**config.mk**
```make
export PLATFORM = sky130hd
export DESIGN_NAME = ccs_coupler
export DESIGN_NICKNAME = d
export VERILOG_FILES = /design/src/ccs_sync.v /design/src/ccs_coupler.v
export VERILOG_INCLUDE_DIRS = /design/src
export SDC_FILE = /design/constraint.sdc
export NUM_CORES = 1
export LEC_CHECK = 0
export ABC_AREA = 1
export BUFFER_PORTS_ARGS = -buffer_cell sky130_fd_sc_hd__buf_4
export CAP_MARGIN = 20
export CORE_ASPECT_RATIO = 0.8
export CORE_MARGIN = 1.5
export CORE_UTILIZATION = 50
export CTS_CLUSTER_SIZE = 16
export DETAILED_ROUTE_END_ITERATION = 12
export PLACE_DENSITY = 0.66
export REMOVE_ABC_BUFFERS = 1
export SYNTH_ARGS = -nofsm -noshare
export SYNTH_HDL_FRONTEND = slang
export SYNTH_SLANG_ARGS = --single-unit
```
**constraint.sdc**
```tcl
create_clock -name clk -period 3.7 [get_ports clk]
set_clock_uncertainty 0.2 [all_clocks]
set_input_delay 0 -clock clk [delete_from_list [all_inputs] [get_ports clk]]
set_output_delay 0 -clock clk [all_outputs]
set_load 0.005 [all_outputs]
```
**src/ccs_regs.vh**
```
// Constants of the card coupler serial control port.
// Assumes inclusion by the coupler core only; definitions, no logic.
`ifndef CCS_REGS_VH
`define CCS_REGS_VH

// =========================================
// Command byte fields
`define CCS_ADDR_MSB 7
`define CCS_ADDR_LSB 5
`define CCS_RST_BIT 4
`define CCS_IO_BIT 2
`define CCS_AUX_A_BIT 1
`define CCS_AUX_B_BIT 0
`define CCS_VCC_MSB 1
`define CCS_VCC_LSB 0
`define CCS_SPECIAL_PREFIX 3'h4
`define CCS_BYTE_BITS 4'h8

// =========================================
// Status byte fields
`define CCS_ST_PRESENT_BIT 4
`define CCS_ST_IO_BIT 3
`define CCS_ST_FAULT_BIT 2
`define CCS_ST_INT_BIT 1

// =========================================
// Reset values
`define CCS_CMD_RESET 8'h00
`define CCS_VCC_OFF 2'h0

`endif

```
**src/ccs_sync.v**
```verilog
// Two-stage synchroniser for a vector of asynchronous inputs.
// Assumes the inputs come from pins or another clock domain.
`timescale 1ns/1ps

module ccs_sync #(
	parameter WIDTH = 1
) (
	clk,
	rst_n,
	din,
	dout
);
	input wire clk;
	input wire rst_n;
	input wire [WIDTH-1:0] din;
	output reg [WIDTH-1:0] dout;

	reg [WIDTH-1:0] stage;

	always @(posedge clk) begin
		if (!rst_n) begin
			stage <= {WIDTH{1'b0}};
			dout <= {WIDTH{1'b0}};
		end else begin
			stage <= din;
			dout <= stage;
		end
	end
endmodule // ccs_sync

```
**src/ccs_coupler.v**
```verilog
// Serial control port and card event interrupt of a smart card coupler.
// Assumes a host master drives sclk, cs_n and mosi; all pins asynchronous.
//
// Functional notes
// - Interrupt output idles high after power-on reset.
// - Insertion, extraction or supply fault pulls the interrupt low.
// - Interrupt set is not gated by chip select or address match.
// - Clear only with chip select low, addressed, bits 7..5 = 0xx or 101.
// - Insertion acknowledged by nonzero supply code; interrupt then released.
// - Extraction asserts interrupt, starts deactivation; zero code clears.
// - Supply overload forces supply code zero and asserts interrupt.
// - Reinsertion before acknowledge keeps interrupt low until acknowledged.
// - Chip select high deselects all; nothing takes effect.
// - Slave only; serial clock may idle low or high.
// - One write-only command register, one read-only status register.
// - Chip select high: serial activity ignored, miso not driven.
// - Chip select fall clears shift register and bit counter.
// - Mosi sampled on rising serial clock edge.
// - MSB first; first three bits compared with 0 and the two strapped aux contacts, or with 100 in special mode.
// - After eight bits, latch on chip select rise and update functions.
// - Several bytes per frame; each decoded, last addressed one applied on select rise.
// - Direction signal switches aux contacts between address and output.
// - Aux contacts sampled only as address strap while undriven, never card data.
// - Normal mode status bit 4 high when card present.
// - Card reset follows command bit 4 immediately during transfer.
`timescale 1ns/1ps
`include "ccs_regs.vh"

module ccs_coupler (
	clk,
	rst_n,
	sclk,
	cs_n,
	mosi,
	miso_o,
	miso_oe,
	int_n_o,
	int_n_oe,
	aux_contact_a_i,
	aux_contact_a_o,
	aux_contact_a_oe,
	aux_contact_b_i,
	aux_contact_b_o,
	aux_contact_b_oe,
	card_presence_switch,
	detect_polarity,
	special_mode,
	supply_overload,
	card_io_line,
	card_supply_out,
	card_reset_out,
	card_deactivation_seq,
	command_latch
);
	input wire clk;
	input wire rst_n;
	input wire sclk;
	input wire cs_n;
	input wire mosi;
	output wire miso_o;
	output wire miso_oe;
	output wire int_n_o;
	output wire int_n_oe;
	input wire aux_contact_a_i;
	output reg aux_contact_a_o;
	output wire aux_contact_a_oe;
	input wire aux_contact_b_i;
	output reg aux_contact_b_o;
	output wire aux_contact_b_oe;
	input wire card_presence_switch;
	input wire detect_polarity;
	input wire special_mode;
	input wire supply_overload;
	input wire card_io_line;
	output reg [1:0] card_supply_out;
	output reg card_reset_out;
	output reg card_deactivation_seq;
	output reg [7:0] command_latch;

	// =========================================
	// Input synchronisers
	wire [8:0] raw_in;
	wire [8:0] syn;
	// Select enters inverted: the synchroniser clears to zero, and that
	// zero must read as deselected, or reset fakes a frame start.
	assign raw_in = {sclk, ~cs_n, mosi, aux_contact_a_i, aux_contact_b_i,
		card_presence_switch, detect_polarity, supply_overload,
		card_io_line};

	ccs_sync #(
		.WIDTH(9)
	) u_sync (
		.clk(clk),
		.rst_n(rst_n),
		.din(raw_in),
		.dout(syn)
	);

	wire s_sclk = syn[8];
	wire s_cs_n = ~syn[7];
	wire s_mosi = syn[6];
	wire s_aux_a = syn[5];
	wire s_aux_b = syn[4];
	wire s_switch = syn[3];
	wire s_pol = syn[2];
	wire s_ovl = syn[1];
	wire s_io = syn[0];

	// Address match: 2-bit strap against the low two address bits,
	// top address bit distinguishes the special prefix.
	function addr_match;
		input [2:0] addr;
		input [1:0] strap;
		input special;
		begin
			if (special)
				addr_match = (addr == `CCS_SPECIAL_PREFIX);
			else
				addr_match = (addr[1:0] == strap) &&
					(addr[2] == 1'b0);
		end
	endfunction

	// Clear-capable command codes: 0xx or 101
	function clear_code;
		input [2:0] addr;
		begin
			clear_code = (addr[2] == 1'b0) || (addr == 3'h5);
		end
	endfunction

	// =========================================
	// Edge detection
	reg sclk_d;
	reg cs_n_d;
	reg present_d;
	wire sclk_rise = s_sclk & ~sclk_d;
	wire sclk_fall = ~s_sclk & sclk_d;
	wire cs_fall = ~s_cs_n & cs_n_d;
	wire cs_rise = s_cs_n & ~cs_n_d;
	// Presence after programmable switch polarity
	wire present = s_switch ^ s_pol;
	wire insert_ev = present & ~present_d;
	wire extract_ev = ~present & present_d;

	// =========================================
	// Serial shifter
	reg [7:0] shift;
	reg [3:0] bit_cnt;
	reg selected;
	reg [7:0] pending;
	reg pending_valid;
	reg [7:0] status_shift;
	reg miso_bit;
	reg [1:0] strap;
	reg int_flag;
	reg fault_flag;
	wire [7:0] next_shift = {shift[6:0], s_mosi};
	wire [7:0] status_byte;

	// Presence bit, polarity-independent in normal mode
	assign status_byte = {3'h0,
		special_mode ? s_switch : present,
		s_io, fault_flag, int_flag, 1'b0};

	always @(posedge clk) begin
		if (!rst_n) begin
			sclk_d <= 1'b0;
			cs_n_d <= 1'b1;
			present_d <= 1'b0;
			shift <= `CCS_CMD_RESET;
			bit_cnt <= 4'h0;
			selected <= 1'b0;
			pending <= `CCS_CMD_RESET;
			pending_valid <= 1'b0;
			status_shift <= 8'h00;
			miso_bit <= 1'b0;
			strap <= 2'h3;
		end else begin
			sclk_d <= s_sclk;
			cs_n_d <= s_cs_n;
			present_d <= present;
			// Strap sampled while contacts are inputs
			// A released contact settles two clocks later, before a frame
			if (s_cs_n && !aux_contact_a_oe)
				strap <= {s_aux_a, s_aux_b};
			if (cs_fall) begin
				shift <= 8'h00;
				bit_cnt <= 4'h0;
				selected <= 1'b0;
				status_shift <= status_byte;
				miso_bit <= status_byte[7];
			// Serial activity ignored with select high
			end else if (!s_cs_n) begin
				// Edge-based, so either clock idle level works
				// Sample data on rising serial clock
				if (sclk_rise) begin
					shift <= next_shift;
					if (bit_cnt == `CCS_BYTE_BITS - 4'h1)
						bit_cnt <= 4'h0;
					else
						bit_cnt <= bit_cnt + 4'h1;
					if (bit_cnt == 4'h2)
						selected <= addr_match(next_shift[2:0],
							strap, special_mode);
					// Each addressed byte kept for latch
					if (bit_cnt == `CCS_BYTE_BITS - 4'h1 &&
						selected) begin
						pending <= next_shift;
						pending_valid <= 1'b1;
					end
				end
				if (sclk_fall) begin
					status_shift <= {status_shift[6:0], 1'b0};
					miso_bit <= status_shift[6];
				end
			end
			// A cut byte never sets pending_valid, so only whole bytes apply
			if (cs_rise)
				pending_valid <= 1'b0;
		end
	end

	// Only the matched chip drives miso
	// Miso is the only serial port line driven
	// Not in a frame's first cycle: selected still holds the last frame
	assign miso_oe = ~s_cs_n & ~cs_n_d & selected;
	assign miso_o = miso_bit;

	// =========================================
	// Command latch and controlled functions
	// Latch on chip select rise after eight bits
	// Nothing applied while select stays high
	wire apply = cs_rise & pending_valid;
	wire [2:0] p_addr = pending[`CCS_ADDR_MSB:`CCS_ADDR_LSB];
	wire [1:0] p_vcc = pending[`CCS_VCC_MSB:`CCS_VCC_LSB];

	always @(posedge clk) begin
		if (!rst_n) begin
			command_latch <= `CCS_CMD_RESET;
			card_supply_out <= `CCS_VCC_OFF;
			card_reset_out <= 1'b0;
			card_deactivation_seq <= 1'b0;
			aux_contact_a_o <= 1'b0;
			aux_contact_b_o <= 1'b0;
			fault_flag <= 1'b0;
			int_flag <= 1'b0;
		end else begin
			// Reset pin follows bit 4 while shifting
			if (!s_cs_n && selected && sclk_rise &&
				bit_cnt == 4'h3)
				card_reset_out <= s_mosi;
			if (apply) begin
				command_latch <= pending;
				card_reset_out <= pending[`CCS_RST_BIT];
				if (p_addr[2] == 1'b0)
					card_supply_out <= p_vcc;
				// Aux outputs carry host data only
				aux_contact_a_o <= pending[`CCS_AUX_A_BIT];
				aux_contact_b_o <= pending[`CCS_AUX_B_BIT];
				if (p_addr[2] == 1'b0 && p_vcc != `CCS_VCC_OFF)
					card_deactivation_seq <= 1'b0;
			end
			if (extract_ev || s_ovl) begin
				card_deactivation_seq <= 1'b1;
				card_supply_out <= `CCS_VCC_OFF;
				card_reset_out <= 1'b0;
			end
			// Fault stays until a live supply code is applied again
			if (s_ovl)
				fault_flag <= 1'b1;
			else if (apply && p_vcc != `CCS_VCC_OFF)
				fault_flag <= 1'b0;
			// No select or address gating on set
			// Set wins, so reinsertion keeps it low
			// Clear only on addressed clear code
			if (insert_ev || extract_ev || (s_ovl && !fault_flag))
				int_flag <= 1'b1;
			else if (apply && clear_code(p_addr))
				int_flag <= 1'b0;
		end
	end

	assign int_n_o = 1'b0;
	assign int_n_oe = int_flag;

	// Contacts drive only with card supply on
	assign aux_contact_a_oe = (card_supply_out != `CCS_VCC_OFF);
	assign aux_contact_b_oe = (card_supply_out != `CCS_VCC_OFF);
endmodule // ccs_coupler

```
==> qor.csv <==
metric,value,unit
run_status,finished clean,
gr_util_all_layers,21.3,%
finalMaxSlewViolations,0,
dp_slack,1850,ps
worst_slew_pin_slew,710,ps
min_period_over_period,50.2,%
globalplace.congestion,0.811,
fmaxAchievable,0.539,GHz
critical_path_buf_inv_count,1,
critPathArrivalTime,1870,ps
cts_hold_buffers,19,
yosysWarnings,0,
reg2reg_setup_slack,1840,ps
die_area,5450,sq um
via_per_inst,4.75,
finish.net_count,382,
worst_slew_margin_rel,52.6,%
tritoncts.num_buffers,9,
critical_path.startpoint_type,register,
synthesis.area_per_instance,7.81,sq um
power_frac_clock,39.5,%
cell_by_cell_listing_of_the_critical_path,nor2_1 > nand2_1 > clkinv_1 > o21ai_0 > nor2_1,
setup_viol,0,
clock_tree.buffer_depth,2,
antennaDiodeCount,0,
layout.cells.most_common,nand2_1,
post_route_setup_tns,0,ps
synth_seq_area_share,51.9,%
setup.worst_path.class,register to register,
design.portCount,32,
wirelength,4990,um
power.share.switching,21.4,%
hp-class,primary input to register,
sequentialPowerShare,54.8,%
synth_area,2510,sq um
first_global_vias,1869,
crit_path_top_delay_cell,dfxtp_1,
setup_repair_after_global_routing_missed_its_margin,false,
place.detailed.instances,397,
cts.repair.resized,0,
timing.critical_path.max_delay_family,flip-flops,
cts_tree,yes,
start_util,53.2,%
largest_net_degree_at_the_start_of_global_routing,31,
yosysUniqueCellTypes,25,
postSynthRegisterBits,65,
p_leak,1.38,nW
vias,2038,
cts.reportedPaths.clkPinSlew,60,ps
clock_sink_count,65,
hpwl,3340,um
layout_min_cycle_time,1860,ps
cts_max_level,3,
max_stage_delay,530,ps
buffer_ports.inserted,30,
path_common_cell,nor2_1,
worst_skew_late_latency,330,ps
die-width,82.2,um
worstPathMaxFanout,12,
final-instance-count-excl-fill,429,
switching_power,0.283,mW
wl_per_cell,11.6,um
ant_nets,0,
layout_cell_share_with_drive_strength_beyond_1,13.6,%
initial_antenna_violation_count,0,
layout.cells.most_common_list,"75 x nand2_1, 65 x dfxtp_1, 42 x inv_1",
placement.cell_area,2720,sq um
global_route_wire_length_before_repair,8320,um
area.growth.synth_to_final,22.8,%
cp-end-kind,register,
drt_first_pass_iters,4,
global_route_congestion_overflow_total,0,
worst_ir_drop_vdd,0.308,mV
drc,0,
floorplan.rows,22,
pwr_density_cell,430,nW/um^2
worst_slack,1840,ps
postLayoutCellArea,3080,sq um
internal_power,1.04,mW
power_frac_comb,5.6,%
drv_cap,0,
die_h,66.3,um
final-hold-violation-count,0,
data_required_time_at_the_worst_endpoint,3720,ps
fp.coreArea,4710,sq um
post_cts.repair.setup_buffers,0,
count_of_mapped_cells_out_of_synthesis,321,
clock-root-buffer,clkbuf_8,
dr.first_iter.drc_count,97,
fill_cells,423,
-- sequential cells by signal (all words and copies together), names as in the netlist --
signal                 flops
bit_cnt                    4
card_deactivation_seq      1
card_reset_out             1
card_supply_out            2
command_latch              8
cs_n_d                     1
fault_flag                 1
int_n_oe                   1
miso_o                     1
pending                    8
pending_valid              1
present_d                  1
sclk_d                     1
selected                   1
shift                      7
status_shift               6
strap                      2
u_sync.dout                9
u_sync.stage               9
-- power by group through the flow --
stage | clock, mW | combinational (mW) | sequential, mW
detailed placement | 0 | 0.0580 | 0.742
finish | 0.523 | 0.0746 | 0.726
global placement | 0 | 0.0573 | 0.741
floorplan | 0 | 0.0324 | 0.740
CTS | 0.542 | 0.0738 | 0.726
global route | 0.569 | 0.0838 | 0.728
-- Yosys cell counts --
master | count | area [sq um]
nand2_1 | 75 | 282
dfxtp_1 | 65 | 1300
inv_1 | 42 | 158
a21oi_1 | 30 | 150
nor2_1 | 30 | 113
nand3_1 | 22 | 110
o21ai_0 | 22 | 110
buf_2 | 5 | 25.0
buf_4 | 4 | 30.0
clkbuf_1 | 3 | 11.3
ha_1 | 3 | 37.5
nand2_4 | 3 | 33.8
a31oi_1 | 2 | 12.5
buf_6 | 2 | 22.5
clkinv_1 | 2 | 7.51
xor2_1 | 2 | 17.5
a21oi_2 | 1 | 8.76
conb_1 | 1 | 3.75
nand3_4 | 1 | 17.5
nand4_1 | 1 | 6.26
nor2_2 | 1 | 6.26
nor2_8 | 1 | 20.0
o211ai_1 | 1 | 7.51
or2_2 | 1 | 6.26
xnor2_1 | 1 | 8.76
-- kinds of logic (layout without fill, tap and decap cells) --
kind of cell / after synthesis / after routing / share of synthesized area, %
other cells: 1 / 1 / 0.150
simple gates: 135 / 135 / 23.7
flops: 65 / 65 / 51.9
xor+xnor: 3 / 3 / 1.05
buf+inv: 58 / 106 / 10.1
fa+ha+maj: 3 / 3 / 1.50
compound gates: 56 / 56 / 11.5
-- per-stage QoR --
stage,power [mW],utilization [%],hold WS (ps)
detailed placement,0.800,57.7,-40.2
finish,1.32,65.4,168
global route,1.38,65.4,166
floorplan,0.772,-,-130
CTS,1.34,65.4,137
global placement,0.799,57.7,-41.6
-- worst min-delay path: stages --
cell and delay (ps):
dlygate4sd3_1 530, buf_4 100, nor2_1 30
-- path summary, 6_finish.rpt --
path,startpoint,endpoint,cells after the start
min reg2reg,u_sync.stage[3]$_SDFF_PN0_,u_sync.dout[3]$_SDFF_PN0_,2
min,cs_n,u_sync.stage[7]$_SDFF_PN0_,3
max,u_sync.dout[7]$_SDFF_PN0_,command_latch[7]$_SDFFE_PN0P_,5
max reg2reg,u_sync.dout[7]$_SDFF_PN0_,command_latch[7]$_SDFFE_PN0P_,5
-- metal layers --
layer	share of wire (%)	global-route usage [%]	routed length [um]	vias to the layer above
li1	-	-	-	1089
met2	44	33.2	2210	38
met5	0	0	0	-
met4	1.2	8.90	58	0
met3	4.1	8.83	204	7
met1	50	25.8	2520	904
-- final cells by class --
class | instances | area, sq um | area share, %
tap | 60 | 75.1 | 2.44
timing repair buffer | 49 | 415 | 13.5
inverter | 44 | 165 | 5.37
multi-input combinational | 198 | 951 | 30.9
sequential | 65 | 1300 | 42.3
clock buffer | 13 | 169 | 5.49
Power figures use the tool's default switching activity.
